## src/inc/serial_port_pkg.sv

```systemverilog
/*
 * Serial port constants: register indices, fields, resets, frame timing.
 * Assumes users write scoped names.
 */
package serial_port_pkg;

    // Register indices; byte address is four times the index
    localparam logic [7:0] IDX_PORT_CONTROL = 8'h80;
    localparam logic [7:0] IDX_LINE_STATUS = 8'h82;
    localparam logic [7:0] IDX_TRANSMIT_HOLDING = 8'h84;
    localparam logic [7:0] IDX_RECEIVE_BUFFER = 8'h86;
    localparam logic [7:0] IDX_BIT_RATE_DIVISOR = 8'h88;
    localparam int ADDR_W = 12;

    // Port control fields
    localparam int CTL_RX_ENABLE = 0;
    localparam int CTL_TX_ENABLE = 2;
    localparam int CTL_STOP_COUNT = 3;
    localparam int CTL_CHAR_LENGTH = 4;
    localparam int CTL_PARITY_LO = 5;
    localparam int CTL_SEND_BREAK = 8;
    localparam int CTL_LOOP_BACK = 9;
    localparam logic [15:0] CTL_RESET = 16'h0000;
    localparam logic [15:0] CTL_WRITABLE = 16'h037d;

    // Parity mode field values
    localparam logic [1:0] PAR_EVEN = 2'h2;
    localparam logic [1:0] PAR_ODD = 2'h3;

    // Line status fields
    localparam int STS_OVERRUN = 0;
    localparam int STS_PARITY = 1;
    localparam int STS_FRAMING = 2;
    localparam int STS_BREAK = 3;
    localparam int STS_RX_READY = 4;
    localparam int STS_TX_HOLD_EMPTY = 5;
    localparam int STS_TX_ALL_EMPTY = 6;

    // Other reset values
    localparam logic [15:0] DIVISOR_RESET = 16'h0000;
    localparam logic [7:0] DATA_RESET = 8'h00;

    // Oversampling: 32 ticks per bit, sampled at the centre tick
    localparam logic [4:0] TICK_MID = 5'h0f;
    localparam logic [4:0] TICK_LAST = 5'h1f;
    localparam logic [2:0] BITS_SEVEN_LAST = 3'h6;
    localparam logic [2:0] BITS_EIGHT_LAST = 3'h7;

    typedef enum logic [4:0] {
        FR_IDLE = 5'h01,
        FR_START = 5'h02,
        FR_DATA = 5'h04,
        FR_PARITY = 5'h08,
        FR_STOP = 5'h10
    } frame_state_t;

endpackage

```

## src/rtl/oversample_tick.sv

```systemverilog
/*
 * One tick per period of the 32x serial clock.
 * Assumes a divisor change may stretch one period.
 */
`timescale 1ns/1ps
module oversample_tick (
    // Clock and control
    input wire logic clock_in,
    input wire logic reset_in,
    input wire logic enable_in,
    // Divisor
    input wire logic [15:0] divisor_value_in,
    // Tick
    output logic tick_out
);
    typedef struct packed {
        logic [16:0] count;
        logic tick;
    } tick_state_t;

    tick_state_t st_reg;
    tick_state_t st_next;
    logic [16:0] period;

    always_comb begin
        // Zero divisor ticks every clock
        period = (divisor_value_in == 16'h0000) ? 17'h00001 : {divisor_value_in, 1'b0}; // RL1 RL2
        st_next = st_reg;
        if (st_reg.count >= period - 17'h00001) begin
            st_next.count = 17'h00000;
            st_next.tick = 1'b1;
        end else begin
            st_next.count = st_reg.count + 17'h00001;
            st_next.tick = 1'b0;
        end
    end

    always_ff @(posedge clock_in) begin
        if (reset_in) begin
            st_reg <= '0;
        end else if (enable_in) begin
            st_reg <= st_next;
        end
    end

    assign tick_out = st_reg.tick;
endmodule

```

## src/rtl/frame_receiver.sv

```systemverilog
/*
 * Receive shifter: syncs the line, finds the start, samples bit centres.
 * Assumes tick_in is one clock wide, 32 per bit.
 */
`timescale 1ns/1ps
module frame_receiver (
    // Clock and control
    input wire logic clock_in,
    input wire logic reset_in,
    input wire logic enable_in,
    input wire logic tick_in,
    input wire logic rx_enable_in,
    input wire logic char_length_in,
    input wire logic [1:0] parity_mode_in,
    // Serial line
    input wire logic line_in,
    // Finished frame
    output logic done_out,
    output logic [7:0] data_out,
    output logic parity_bad_out,
    output logic stop_bad_out,
    output logic break_out
);
    typedef struct packed {
        logic [2:0] sync;
        logic line;
        logic line_prev;
        serial_port_pkg::frame_state_t fsm;
        logic [4:0] ticks;
        logic [2:0] bit_idx;
        logic [7:0] shift;
        logic par;
        logic done;
        logic [7:0] data;
        logic parity_bad;
        logic stop_bad;
        logic brk;
    } rx_state_t;

    rx_state_t st_reg;
    rx_state_t st_next;
    logic mid;
    logic last_bit;

    always_comb begin
        st_next = st_reg;
        st_next.done = 1'b0;
        st_next.sync = {st_reg.sync[1:0], line_in};
        // Change taken once stages two and three agree
        if (st_reg.sync[1] == st_reg.sync[2]) begin
            st_next.line = st_reg.sync[2];
        end
        mid = tick_in && (st_reg.ticks == serial_port_pkg::TICK_MID);
        last_bit = st_reg.bit_idx == (char_length_in ? serial_port_pkg::BITS_EIGHT_LAST
                                                      : serial_port_pkg::BITS_SEVEN_LAST); // RL20
        if (tick_in) begin
            st_next.ticks = st_reg.ticks + 5'h01;
            st_next.line_prev = st_reg.line;
        end
        case (st_reg.fsm)
            serial_port_pkg::FR_IDLE: begin
                st_next.ticks = 5'h00;
                // Falling edge of an idle-high line opens a frame
                if (tick_in && rx_enable_in && st_reg.line_prev && !st_reg.line) begin // RL18 RL22 RL23
                    st_next.fsm = serial_port_pkg::FR_START;
                    st_next.ticks = 5'h01;
                    st_next.bit_idx = 3'h0;
                    st_next.shift = 8'h00;
                    st_next.par = 1'b0;
                end
            end
            serial_port_pkg::FR_START: begin
                // A low pulse shorter than half a bit is taken as noise
                if (mid && st_reg.line) begin // RL23
                    st_next.fsm = serial_port_pkg::FR_IDLE;
                end else if (tick_in && st_reg.ticks == serial_port_pkg::TICK_LAST) begin
                    st_next.fsm = serial_port_pkg::FR_DATA;
                end
            end
            serial_port_pkg::FR_DATA: begin
                if (mid) begin
                    st_next.shift[st_reg.bit_idx] = st_reg.line; // RL5 RL22
                    st_next.par = st_reg.par ^ st_reg.line;
                end
                if (tick_in && st_reg.ticks == serial_port_pkg::TICK_LAST) begin
                    st_next.bit_idx = st_reg.bit_idx + 3'h1;
                    if (last_bit) begin
                        st_next.fsm = parity_mode_in[1] ? serial_port_pkg::FR_PARITY
                                                        : serial_port_pkg::FR_STOP;
                    end
                end
            end
            serial_port_pkg::FR_PARITY: begin
                if (mid) begin
                    st_next.par = st_reg.par ^ st_reg.line;
                end
                if (tick_in && st_reg.ticks == serial_port_pkg::TICK_LAST) begin
                    st_next.fsm = serial_port_pkg::FR_STOP;
                end
            end
            serial_port_pkg::FR_STOP: begin
                // Report at the stop centre so the next start edge is not missed
                if (mid) begin
                    st_next.fsm = serial_port_pkg::FR_IDLE;
                    st_next.done = 1'b1;
                    st_next.data = st_reg.shift;
                    st_next.stop_bad = !st_reg.line; // RL13
                    st_next.parity_bad = (parity_mode_in == serial_port_pkg::PAR_EVEN && st_reg.par)
                        || (parity_mode_in == serial_port_pkg::PAR_ODD && !st_reg.par); // RL14
                    st_next.brk = !st_reg.line && (st_reg.shift == 8'h00)
                        && !(parity_mode_in[1] && st_reg.par); // RL12
                end
            end
            default: begin
                st_next.fsm = serial_port_pkg::FR_IDLE;
            end
        endcase
    end

    always_ff @(posedge clock_in) begin
        if (reset_in) begin
            st_reg <= '0;
            st_reg.sync <= 3'h7;
            st_reg.line <= 1'b1;
            st_reg.line_prev <= 1'b1;
            st_reg.fsm <= serial_port_pkg::FR_IDLE;
        end else if (enable_in) begin
            st_reg <= st_next;
        end
    end

    assign done_out = st_reg.done;
    assign data_out = st_reg.data;
    assign parity_bad_out = st_reg.parity_bad;
    assign stop_bad_out = st_reg.stop_bad;
    assign break_out = st_reg.brk;
endmodule

```

## src/rtl/serial_port.sv

```systemverilog
/*
 * Serial port behind APB: control, status, double-buffered transmitter,
 * receive buffer, divisor. Assumes one clock shared with APB; rxd is a pin.
 */
// Our own choice: register access over APB.
// Function
// RL1: Divisor counts clocks per half-period of the 32x clock.
// RL2: Divisor zero gives one thirty-second of the clock rate.
// RL3: Divisor register is sixteen bits, reset value undefined.
// RL4: Software reloads the divisor when the clock changes.
// RL5: Characters assemble in a hidden shifter, then move to the buffer.
// RL6: Receive buffer bits 7..0, valid while rx_ready.
// RL7: Holding register feeds a hidden transmit shifter.
// RL8: Software checks tx_holding_empty before writing the holding register.
// RL9: Status bit 6: holding and shift registers both empty.
// RL10: Status bit 5: holding register can take a character.
// RL11: Status bit 4: valid receive data; only a buffer read clears it.
// RL12: Status bit 3: break received; requests an interrupt.
// RL13: Status bit 2: stop bit sampled low.
// RL14: Status bit 1: parity error in parity modes.
// RL15: Status bit 0: new character overwrote an unread one.
// RL16: Status reset value undefined; reserved bits carry nothing.
// RL17: Port control resets to zero.
// RL18: Control bit 0 enables the receiver.
// RL19: Control bit 2 enables the transmitter.
// RL20: Control bit 4 selects eight data bits, else seven.
// RL21: Control bit 3 selects two stop bits, else one.
// RL22: Line idles high; low start, data LSB first, high stops.
// RL23: Receiver finds the start edge and samples bit centres.
`timescale 1ns/1ps
module serial_port (
    // Clock, reset, clock enable
    input wire logic clock_in,
    input wire logic reset_in,
    input wire logic clock_enable_in,
    // APB slave
    input wire logic psel_in,
    input wire logic penable_in,
    input wire logic pwrite_in,
    input wire logic [serial_port_pkg::ADDR_W-1:0] paddr_in,
    input wire logic [31:0] pwdata_in,
    output logic [31:0] prdata_out,
    output logic pready_out,
    output logic pslverr_out,
    // Serial line
    input wire logic rxd_in,
    output logic txd_out,
    // Break interrupt request
    output logic break_irq_out
);
    typedef struct packed {
        logic [15:0] control;
        logic [15:0] divisor;
        logic [7:0] rx_buffer;
        logic rx_ready;
        logic brk_seen;
        logic frm_err;
        logic par_err;
        logic ovr_err;
        logic [7:0] hold_data;
        logic hold_full;
        serial_port_pkg::frame_state_t tx_fsm;
        logic [4:0] tx_ticks;
        logic [2:0] tx_bit;
        logic [7:0] tx_shift;
        logic tx_par;
        logic tx_stop2;
        logic txd;
        logic [31:0] prdata;
        logic pready;
        logic pslverr;
    } port_state_t;

    localparam int ADDR_HI = serial_port_pkg::ADDR_W - 1;

    port_state_t st_reg;
    port_state_t st_next;

    logic tick;
    logic rx_done;
    logic [7:0] rx_data;
    logic rx_parity_bad;
    logic rx_stop_bad;
    logic rx_break;
    logic rx_line;
    logic setup_phase;
    logic access_done;
    logic [7:0] reg_idx;
    logic addr_ok;
    logic [15:0] status_word;
    logic [15:0] read_word;
    logic tx_end_bit;
    logic tx_last_data;

    oversample_tick u_tick (
        .clock_in(clock_in),
        .reset_in(reset_in),
        .enable_in(clock_enable_in),
        .divisor_value_in(st_reg.divisor),
        .tick_out(tick)
    );

    // Loop-back feeds txd into the receiver
    assign rx_line = st_reg.control[serial_port_pkg::CTL_LOOP_BACK] ? st_reg.txd : rxd_in;

    frame_receiver u_rx (
        .clock_in(clock_in),
        .reset_in(reset_in),
        .enable_in(clock_enable_in),
        .tick_in(tick),
        .rx_enable_in(st_reg.control[serial_port_pkg::CTL_RX_ENABLE]),
        .char_length_in(st_reg.control[serial_port_pkg::CTL_CHAR_LENGTH]),
        .parity_mode_in(st_reg.control[serial_port_pkg::CTL_PARITY_LO +: 2]),
        .line_in(rx_line),
        .done_out(rx_done),
        .data_out(rx_data),
        .parity_bad_out(rx_parity_bad),
        .stop_bad_out(rx_stop_bad),
        .break_out(rx_break)
    );

    always_comb begin
        st_next = st_reg;
        setup_phase = psel_in && !penable_in;
        access_done = psel_in && penable_in && st_reg.pready;
        reg_idx = paddr_in[9:2];
        addr_ok = (paddr_in[1:0] == 2'h0) && (paddr_in[ADDR_HI:10] == '0)
            && (reg_idx inside {serial_port_pkg::IDX_PORT_CONTROL, serial_port_pkg::IDX_LINE_STATUS,
            serial_port_pkg::IDX_TRANSMIT_HOLDING, serial_port_pkg::IDX_RECEIVE_BUFFER,
            serial_port_pkg::IDX_BIT_RATE_DIVISOR});

        status_word = 16'h0000; // RL16
        status_word[serial_port_pkg::STS_TX_ALL_EMPTY] = !st_reg.hold_full
            && (st_reg.tx_fsm == serial_port_pkg::FR_IDLE); // RL9
        status_word[serial_port_pkg::STS_TX_HOLD_EMPTY] = !st_reg.hold_full; // RL10
        status_word[serial_port_pkg::STS_RX_READY] = st_reg.rx_ready;
        status_word[serial_port_pkg::STS_BREAK] = st_reg.brk_seen;
        status_word[serial_port_pkg::STS_FRAMING] = st_reg.frm_err;
        status_word[serial_port_pkg::STS_PARITY] = st_reg.par_err;
        status_word[serial_port_pkg::STS_OVERRUN] = st_reg.ovr_err;

        case (reg_idx)
            serial_port_pkg::IDX_PORT_CONTROL: read_word = st_reg.control;
            serial_port_pkg::IDX_LINE_STATUS: read_word = status_word;
            serial_port_pkg::IDX_TRANSMIT_HOLDING: read_word = {8'h00, st_reg.hold_data};
            serial_port_pkg::IDX_RECEIVE_BUFFER: read_word = {8'h00, st_reg.rx_buffer}; // RL6
            serial_port_pkg::IDX_BIT_RATE_DIVISOR: read_word = st_reg.divisor;
            default: read_word = 16'h0000;
        endcase

        // Zero wait states; answer comes from flops
        st_next.pready = setup_phase;
        if (setup_phase) begin
            st_next.prdata = (addr_ok && !pwrite_in) ? {16'h0000, read_word} : 32'h00000000;
            st_next.pslverr = !addr_ok;
        end else begin
            st_next.pslverr = 1'b0;
        end

        // Writes and read-clear act at the completing edge
        if (access_done && addr_ok && pwrite_in) begin
            case (reg_idx)
                serial_port_pkg::IDX_PORT_CONTROL: begin
                    st_next.control = pwdata_in[15:0] & serial_port_pkg::CTL_WRITABLE;
                end
                serial_port_pkg::IDX_LINE_STATUS: begin
                    // Writing zero clears an error flag; rx_ready ignores writes
                    st_next.brk_seen = st_reg.brk_seen & pwdata_in[serial_port_pkg::STS_BREAK]; // RL12
                    st_next.frm_err = st_reg.frm_err & pwdata_in[serial_port_pkg::STS_FRAMING]; // RL13
                    st_next.par_err = st_reg.par_err & pwdata_in[serial_port_pkg::STS_PARITY]; // RL14
                    st_next.ovr_err = st_reg.ovr_err & pwdata_in[serial_port_pkg::STS_OVERRUN]; // RL15
                end
                serial_port_pkg::IDX_TRANSMIT_HOLDING: begin
                    st_next.hold_data = pwdata_in[7:0]; // RL7
                    st_next.hold_full = 1'b1;
                end
                serial_port_pkg::IDX_BIT_RATE_DIVISOR: begin
                    st_next.divisor = pwdata_in[15:0]; // RL3
                end
                default: begin
                    st_next.divisor = st_reg.divisor;
                end
            endcase
        end
        if (access_done && addr_ok && !pwrite_in && reg_idx == serial_port_pkg::IDX_RECEIVE_BUFFER) begin
            st_next.rx_ready = 1'b0; // RL11
        end

        // Hardware set wins over a same-cycle clear
        if (rx_done) begin
            st_next.rx_buffer = rx_data; // RL5
            st_next.rx_ready = 1'b1; // RL11
            if (st_reg.rx_ready) begin
                st_next.ovr_err = 1'b1; // RL15
            end
            if (rx_stop_bad) begin
                st_next.frm_err = 1'b1; // RL13
            end
            if (rx_parity_bad) begin
                st_next.par_err = 1'b1; // RL14
            end
            if (rx_break) begin
                st_next.brk_seen = 1'b1; // RL12
            end
        end

        // Transmit shifter
        tx_end_bit = tick && (st_reg.tx_ticks == serial_port_pkg::TICK_LAST);
        tx_last_data = st_reg.tx_bit == (st_reg.control[serial_port_pkg::CTL_CHAR_LENGTH]
            ? serial_port_pkg::BITS_EIGHT_LAST : serial_port_pkg::BITS_SEVEN_LAST); // RL20
        if (tick) begin
            st_next.tx_ticks = st_reg.tx_ticks + 5'h01;
        end
        case (st_reg.tx_fsm)
            serial_port_pkg::FR_IDLE: begin
                st_next.txd = 1'b1;
                // Loading the shifter frees the holding register
                if (tick && st_reg.hold_full && st_reg.control[serial_port_pkg::CTL_TX_ENABLE]) begin // RL19 RL7
                    st_next.tx_shift = st_reg.hold_data;
                    st_next.hold_full = st_next.hold_full && access_done && pwrite_in
                        && reg_idx == serial_port_pkg::IDX_TRANSMIT_HOLDING;
                    st_next.tx_fsm = serial_port_pkg::FR_START;
                    st_next.tx_ticks = 5'h00;
                    st_next.tx_bit = 3'h0;
                    st_next.tx_par = 1'b0;
                    st_next.txd = 1'b0; // RL22
                end
            end
            serial_port_pkg::FR_START: begin
                if (tx_end_bit) begin
                    st_next.tx_fsm = serial_port_pkg::FR_DATA;
                    st_next.txd = st_reg.tx_shift[0]; // RL22
                end
            end
            serial_port_pkg::FR_DATA: begin
                if (tx_end_bit) begin
                    st_next.tx_par = st_reg.tx_par ^ st_reg.txd;
                    st_next.tx_bit = st_reg.tx_bit + 3'h1;
                    st_next.txd = st_reg.tx_shift[st_reg.tx_bit + 3'h1];
                    if (tx_last_data) begin
                        st_next.tx_stop2 = st_reg.control[serial_port_pkg::CTL_STOP_COUNT]; // RL21
                        if (st_reg.control[serial_port_pkg::CTL_PARITY_LO + 1]) begin
                            st_next.tx_fsm = serial_port_pkg::FR_PARITY;
                            st_next.txd = st_reg.tx_par ^ st_reg.txd
                                ^ st_reg.control[serial_port_pkg::CTL_PARITY_LO];
                        end else begin
                            st_next.tx_fsm = serial_port_pkg::FR_STOP;
                            st_next.txd = 1'b1;
                        end
                    end
                end
            end
            serial_port_pkg::FR_PARITY: begin
                if (tx_end_bit) begin
                    st_next.tx_fsm = serial_port_pkg::FR_STOP;
                    st_next.txd = 1'b1;
                end
            end
            serial_port_pkg::FR_STOP: begin
                if (tx_end_bit) begin
                    if (st_reg.tx_stop2) begin
                        st_next.tx_stop2 = 1'b0; // RL21
                    end else begin
                        st_next.tx_fsm = serial_port_pkg::FR_IDLE;
                    end
                end
            end
            default: begin
                st_next.tx_fsm = serial_port_pkg::FR_IDLE;
                st_next.txd = 1'b1;
            end
        endcase
        // Send-break forces the line low over any frame in flight
        if (st_next.control[serial_port_pkg::CTL_SEND_BREAK]) begin
            st_next.txd = 1'b0;
        end
    end

    always_ff @(posedge clock_in) begin
        if (reset_in) begin
            st_reg <= '0;
            st_reg.control <= serial_port_pkg::CTL_RESET; // RL17
            st_reg.divisor <= serial_port_pkg::DIVISOR_RESET;
            st_reg.rx_buffer <= serial_port_pkg::DATA_RESET;
            st_reg.hold_data <= serial_port_pkg::DATA_RESET;
            st_reg.tx_fsm <= serial_port_pkg::FR_IDLE;
            st_reg.txd <= 1'b1;
        end else if (clock_enable_in) begin
            st_reg <= st_next;
        end
    end

    assign prdata_out = st_reg.prdata;
    assign pready_out = st_reg.pready;
    assign pslverr_out = st_reg.pslverr;
    assign txd_out = st_reg.txd;
    assign break_irq_out = st_reg.brk_seen; // RL12
endmodule

```

## config.mk

```make
export PLATFORM = sky130hd
export DESIGN_NAME = serial_port
export DESIGN_NICKNAME = d
export VERILOG_FILES = /design/src/inc/serial_port_pkg.sv /design/src/rtl/oversample_tick.sv /design/src/rtl/frame_receiver.sv /design/src/rtl/serial_port.sv
export SDC_FILE = /design/constraint.sdc
export NUM_CORES = 1
export LEC_CHECK = 0
export BUFFER_PORTS_ARGS = -buffer_cell sky130_fd_sc_hd__buf_4
export CORE_ASPECT_RATIO = 1.5
export CORE_MARGIN = 4
export CORE_UTILIZATION = 30
export CTS_BUF_LIST = sky130_fd_sc_hd__clkbuf_2 sky130_fd_sc_hd__clkbuf_4 sky130_fd_sc_hd__clkbuf_8
export CTS_CLUSTER_SIZE = 30
export DETAILED_ROUTE_END_ITERATION = 7
export SLEW_MARGIN = 0
export SYNTH_ARGS = -nofsm -noshare
export SYNTH_HDL_FRONTEND = slang
export SYNTH_HIERARCHICAL = 1
export SYNTH_SLANG_ARGS = --single-unit
```

## constraint.sdc

```tcl
create_clock -name clock_in -period 4.7 [get_ports clock_in]
set_input_delay 0.235 -clock clock_in [delete_from_list [all_inputs] [get_ports clock_in]]
set_output_delay 0.235 -clock clock_in [all_outputs]
set_load 0.02 [all_outputs]
```

==> results of run 1 <==
-- per-stage QoR --
step	total power, uW	cell area, um^2
3_3_place_gp	1384	8437
2_1_floorplan	1342	8102
3_5_place_dp	1386	8437
4_1_cts	2383	8842
6_report	2359	8842
5_1_grt	2446	8842
-- repair_timing --
action                    CTS  global route
buffers inserted            0             0
gates resized for setup     0             0
hold endpoints to repair    1             0
hold buffers                1             0
-- cell usage in the layout (no fill, tap or decap), types with 5 or more instances in the layout --
master / Yosys / final
dfxtp_1: 145 / 145
nor2_1: 104 / 104
nand2_1: 88 / 88
a21oi_1: 76 / 76
buf_4: 44 / 59
mux2i_1: 48 / 48
o21ai_0: 38 / 38
nand3_1: 28 / 28
ha_1: 25 / 25
nor3_1: 23 / 23
inv_1: 21 / 21
clkbuf_8: 0 / 21
xnor2_1: 17 / 17
nand4_1: 16 / 16
a211oi_1: 16 / 16
conb_1: 1 / 16
a22oi_1: 15 / 15
xor2_1: 12 / 12
nand2b_1: 11 / 11
a32o_1: 10 / 10
and3_1: 9 / 9
mux2_2: 8 / 8
or3_1: 7 / 7
nor2b_1: 6 / 6
nor3b_1: 8 / 6
o211ai_1: 6 / 6
or4b_1: 5 / 5
or4_1: 5 / 5
a21o_1: 5 / 5
nor4_1: 5 / 5
o21a_1: 5 / 5
-- per-layer routing --
layer	up-vias	track usage	wire length, um
met5	-	0	26
li1	3375	-	-
met1	3300	0.1529	8505
met3	49	0.03702	1081
met2	160	0.2494	10620
met4	6	0.07550	852
-- cells by family (layout without fill, tap and decap cells) --
kind of cell	Yosys count	in the layout	synth area share
xor+xnor	29	29	0.03157
other cells	1	16	0.0004661
compound gates	216	216	0.1759
flops	145	145	0.3608
mux	58	58	0.07652
fa+ha+maj	25	25	0.03888
buf+inv	113	111	0.07683
simple gates	359	359	0.2390
-- worst min path at each step --
stage / end / slack [ns] / startpoint
6_report: st_reg[92] / 0.02 / pwdata_in[12]
5_1_grt: st_reg[95] / 0.01 / pwdata_in[15]
4_1_cts: st_reg[92] / 0.003 / pwdata_in[12]
3_5_place_dp: st_reg[38] / 0.45 / st_reg[38]
3_3_place_gp: prdata_out[7] / 0.44 / prdata_out[7]
2_1_floorplan: st_reg[100] / 0.38 / pwdata_in[4]
-- critical path, delay by kind of cell, from the launching register on --
family | cells | cell delay [ns]
AO/OA/AOI/OAI | 5 | 1.69
adder cells (fa/ha/maj) | 1 | 0.18
flip-flops | 1 | 0.35
AND/OR/NAND/NOR | 4 | 1.52
-- cell type report --
type	count	area share
Tap cell	337	0.04769
Multi-Input combinational cell	703	0.5192
Clock inverter	9	0.01203
Timing Repair Buffer	60	0.05122
Inverter	21	0.008915
Clock buffer	21	0.03269
Sequential cell	145	0.3283
-- power breakdown --
part | total (uW) | switching, uW | internal (uW)
sequential | 1240 | 4.57 | 1230
combinational | 120 | 82.5 | 37.7
clock | 1000 | 481 | 521
==> impl_metrics.py, run 1 <==
metrics = {
    "status": {
        "status": "finished, final reports clean",
    },
    "detailed_routing": {
        "drcViolationCount": 0,
        "final_antenna_net_count": 0,
        "initialDrtViolationCount": 352,
        "dr.pass1.iters": 5,
        "drt_wl_total_um": 21090,
        "via_per_inst": 5.316,
        "wire_per_inst_um": 16.27,
        "vias": 6890,
    },
    "final_layout": {
        "fillers": 2756,
        "syn_to_final_growth_pct": 9.907,
        "layout.nets": 1024,
        "seq_area_um2": 2903,
        "drive_above_1_share": 0.1418,
        "multiInputGateArea_um2": 4591,
        "final_util": 0.3338,
        "instances_no_fill": 1296,
        "antenna_cells": 0,
        "largest_reg_flops": 68,
    },
    "grt": {
        "antenna_found_initial": 3,
        "grt_use_total": 0.1416,
        "first_global_vias": 6599,
        "overflow": 0,
        "grt_max_degree": 85,
        "grt_pass1_wl_um": 33750,
    },
    "floorplanning": {
        "rows": 73,
        "start_util": 0.3037,
        "die-height_um": 208.6,
        "chipWidth_um": 141.7,
        "io_pins": 87,
        "core_area_um2": 26490,
        "die-area_um2": 29560,
    },
    "synth": {
        "yosysMostFrequentCell": "dfxtp_1",
        "syn_avg_cell_area_um2": 8.504,
        "yosysWarnings": 6,
        "yosys-top-cells-area": "dfxtp_1 36%, mux2i_1 6.0%, nor2_1 4.9%, a21oi_1 4.7%, buf_4 4.1%",
        "yosys.cell_types.count": 80,
        "syn_inst": 946,
        "ys_seq_area_frac": 0.3608,
        "synth.top_cell.area_share": 0.3608,
        "synth_edf_count": 0,
        "ys_ff_latch": 145,
        "synth-main-ff-cell": "dfxtp_1",
        "synth_area_um2": 8045,
        "ys_async_sr_fraction": 0,
        "ys_top_cells_by_count": "145 x dfxtp_1, 104 x nor2_1, 88 x nand2_1",
        "yosys.area.top_type": "dfxtp_1",
    },
    "setup_path": {
        "critPathArrivalTime_ns": 4.20,
        "cp_slowest_cell": "nor4_1",
        "rr_endpoint": "u_tick/st_reg[17]",
        "critPathKind": "register to register",
        "rrSetupSlack_ns": 0.79,
        "startpoint": "st_reg[90]",
        "r2r_start": "st_reg[90]",
        "crit_path_max_fanout": 13,
        "cp.required_ns": 4.99,
        "path_cells": "or3_1 -> nor4_1 -> nand3_1 -> a21oi_1 -> ha_1 -> nand4_1 -> o41a_1 -> o221a_2 -> o21ai_1 -> a211oi_1",
        "crit_end": "u_tick/st_reg[17]",
        "cp-start-kind": "register",
        "cpPeakStageDelay_ns": 0.59,
        "rr_worst_depth": 10,
        "cp-end-kind": "register",
    },
    "clock_network": {
        "h-tree-depth": 4,
        "cts.sinks": 145,
        "numCtsBuffers": 17,
        "clkTransAtPathRegs_ns": 0.07,
        "clock_latency_ns": 0.46,
        "ctsLongestPathBuffers": 2,
        "cts_tree": "done",
        "clockRootBuffer": "clkbuf_8",
    },
    "min_path": {
        "hold_path.class": "input port to register",
        "hold_depth": 3,
    },
    "timing": {
        "fmax_ghz": 0.2561,
        "setup_viol": 0,
        "finalCriticalPeriod_ns": 3.905,
        "drv_slew": 0,
        "finalCritPeriodShare": 0.8309,
        "tns_ns": 0,
        "fin_ws_ns": 0.7948,
        "slew_headroom": 0.3196,
        "holdWs_ns": 0.02231,
        "rsz0062_at_grt": "false",
        "hold_violations": 0,
        "max_slew.worst_pin.slew_ns": 1.016,
        "skew_ns": 0.01342,
    },
    "flow_run": {
        "drv_cap": 0,
    },
    "power": {
        "powerDensity_nw_per_um2": 266.8,
        "peakVddDrop_v": 0.0001573,
        "leakage_uw": 0.003181,
    },
    "placed_design": {
        "port_buffers": 54,
        "gp_congestion": 0.8811,
        "post-place-cells": 1265,
        "dpl.hpwl_um": 15400,
        "dp_slack_ns": 0.7641,
    },
}
Note: power is estimated with default switching activity, not from simulation.
==> run 2: changes to the inputs <==
Settings changed: ABC_AREA set to 1.
Clock period 4.7 ns to 3.82 ns, I/O delays scaled along.
==> impl_metrics.py, run 2 <==
metrics = {
    "status": {
        "status": "finished, final reports clean",
    },
    "synth": {
        "ys_ff_latch": 145,
        "yosysWarnings": 6,
        "yosys.cell_types.count": 48,
        "ys_async_sr_fraction": 0,
        "ys_top_cells_by_count": "221 x nand2_1, 176 x nor2_1, 145 x dfxtp_1",
        "synth_edf_count": 0,
        "yosysMostFrequentCell": "nand2_1",
        "synth.top_cell.area_share": 0.3569,
        "synth-main-ff-cell": "dfxtp_1",
        "yosys.area.top_type": "dfxtp_1",
        "syn_inst": 1182,
        "synth_area_um2": 8133,
        "syn_avg_cell_area_um2": 6.881,
        "ys_seq_area_frac": 0.3569,
        "yosys-top-cells-area": "dfxtp_1 36%, nand2_1 10%, nor2_1 8.1%, a21oi_1 6.9%, inv_1 5.4%",
    },
    "clock_network": {
        "clockRootBuffer": "clkbuf_8",
        "ctsLongestPathBuffers": 2,
        "h-tree-depth": 4,
        "cts_tree": "done",
        "clkTransAtPathRegs_ns": 0.08,
        "numCtsBuffers": 17,
        "cts-resized-gates": 0,
        "cts.sinks": 145,
        "cts_hold_buffers": 7,
        "cts_setup_buffers": 0,
        "clock_latency_ns": 0.45,
    },
    "final_layout": {
        "syn_to_final_growth_pct": 10.88,
        "fillers": 2856,
        "final_cell_mix": "221 x nand2_1, 176 x nor2_1, 145 x dfxtp_1",
        "antenna_cells": 0,
        "seq_area_um2": 2903,
        "layout.nets": 1285,
        "drive_above_1_share": 0.1220,
        "fin_area_um2": 9017,
        "final_util": 0.3393,
        "mostFrequentLayoutCell": "nand2_1",
        "largest_reg_flops": 68,
        "multiInputGateArea_um2": 4328,
    },
    "grt": {
        "antenna_found_initial": 0,
        "grt_max_degree": 66,
        "overflow": 0,
        "grt_use_total": 0.1467,
        "first_global_vias": 7030,
        "grt_pass1_wl_um": 35260,
    },
    "detailed_routing": {
        "drcViolationCount": 0,
        "wire_per_inst_um": 14.09,
        "drt_wl_total_um": 21960,
        "dr.pass1.iters": 5,
        "initialDrtViolationCount": 384,
        "vias": 7464,
        "via_per_inst": 4.791,
        "final_antenna_net_count": 0,
    },
    "power": {
        "powerDensity_nw_per_um2": 417.5,
        "leakage_uw": 0.003904,
        "power_uw": 3765,
        "peakVddDrop_v": 0.0002033,
    },
    "floorplanning": {
        "io_pins": 87,
        "start_util": 0.3060,
        "die-height_um": 209.7,
        "core_area_um2": 26580,
        "chipWidth_um": 142.4,
        "die-area_um2": 29860,
        "rows": 73,
    },
    "placed_design": {
        "gp_congestion": 0.8639,
        "port_buffers": 54,
        "dpl.hpwl_um": 16500,
        "placedInstanceArea_um2": 8568,
    },
    "timing": {
        "finalCriticalPeriod_ns": 2.804,
        "fmax_ghz": 0.3566,
        "slew_headroom": 0.4857,
        "drv_slew": 0,
        "skew_ns": 0.01487,
        "setup_viol": 0,
        "hold_violations": 0,
        "max_slew.worst_pin.slew_ns": 0.7706,
        "rsz0062_at_grt": "false",
        "finalCritPeriodShare": 0.7340,
        "tns_ns": 0,
    },
    "setup_path": {
        "startpoint": "st_reg[92]",
        "r2r_start": "st_reg[92]",
        "cp-start-kind": "register",
        "cp-end-kind": "register",
        "rr_worst_depth": 21,
        "critPathArrivalTime_ns": 3.13,
        "cp.required_ns": 4.15,
        "rrSetupSlack_ns": 1.02,
        "critPathKind": "register to register",
        "crit_end": "u_tick/st_reg[1]",
        "crit_path_max_fanout": 17,
        "rr_endpoint": "u_tick/st_reg[1]",
    },
    "min_path": {
        "hold_path.class": "input port to register",
    },
    "flow_run": {
        "drv_cap": 0,
    },
}
[run 2: area by class of cell]
cell class | count | area share
multi-input combinational | 852 | 0.4799
sequential | 145 | 0.3219
timing repair buffer | 65 | 0.05606
inverter | 128 | 0.05328
tap | 337 | 0.04676
clock buffer | 18 | 0.02678
clock inverter | 13 | 0.01526
[run 2: through the flow]
step | hold WS [ns] | setup WS, ns | instances
after floorplan | 0.2601 | 1.371 | 1197
after global placement | 0.4395 | 1.021 | 1520
after detailed placement | 0.4447 | 1.029 | 1520
after CTS | 0.002007 | 1.000 | 1558
after global routing | 0.03243 | 0.6531 | 1558
final | 0.02506 | 1.016 | 1558
[run 2: worst max-delay path: stages, from the launching register on]
cell and delay (ns):
dfxtp_1 0.34, inv_1 0.12, nand2_1 0.07, nor2_1 0.13, nand3_1 0.13, nor2_4 0.22
inv_2 0.09, nand3_1 0.09, xor2_1 0.14, inv_1 0.05, ha_1 0.28, nand2_1 0.08
nor2_2 0.14, nand2_1 0.10, nor2_1 0.09, nand2_1 0.05, nand2_1 0.06, nor2_1 0.04
nand2_1 0.07, nand2_1 0.09, nand2_4 0.21, nor2_1 0.06
[run 2: worst min path at each step]
| stage | startpoint | cells after the start | endpoint | slack, ns |
|---|---|---|---|---|
| final | pwdata_in[9] | 3 | st_reg[89] | 0.03 |
| after CTS | pwdata_in[8] | 3 | st_reg[88] | 0.002 |
| after global routing | pwdata_in[4] | 3 | st_reg[84] | 0.03 |
| after detailed placement | pwdata_in[10] | 3 | st_reg[90] | 0.44 |
| after floorplan | reset_in | 1 | u_rx/break_out | 0.26 |
| after global placement | pwdata_in[11] | 3 | st_reg[91] | 0.44 |
[run 2: logic make-up (layout without fill, tap and decap cells)]
group,after synthesis,after routing,synth area share
AOI/OAI and AO/OA,234,234,0.1523
xor gates and xnor gates,21,21,0.02262
adders and majority gates,25,25,0.03846
buffers and inverters,200,224,0.1178
DFF,145,145,0.3569
muxes,1,1,0.001231
other,1,16,0.0004611
and+or+nand+nor,555,555,0.3102
[run 2: where the power goes]
group	switching, uW	internal, uW
combinational	606	291
clock	623	584
sequential	73.4	1590
[run 2: per-layer routing]
layer  vias up  share of wire  GRT usage  wire length, um
li1       3851              -          -                -
met5         -              0          0                0
met4         0          0.025    0.05149              550
met2       162           0.52     0.2662            11500
met3        32          0.041    0.02895              908
met1      3419           0.41     0.1692             9002
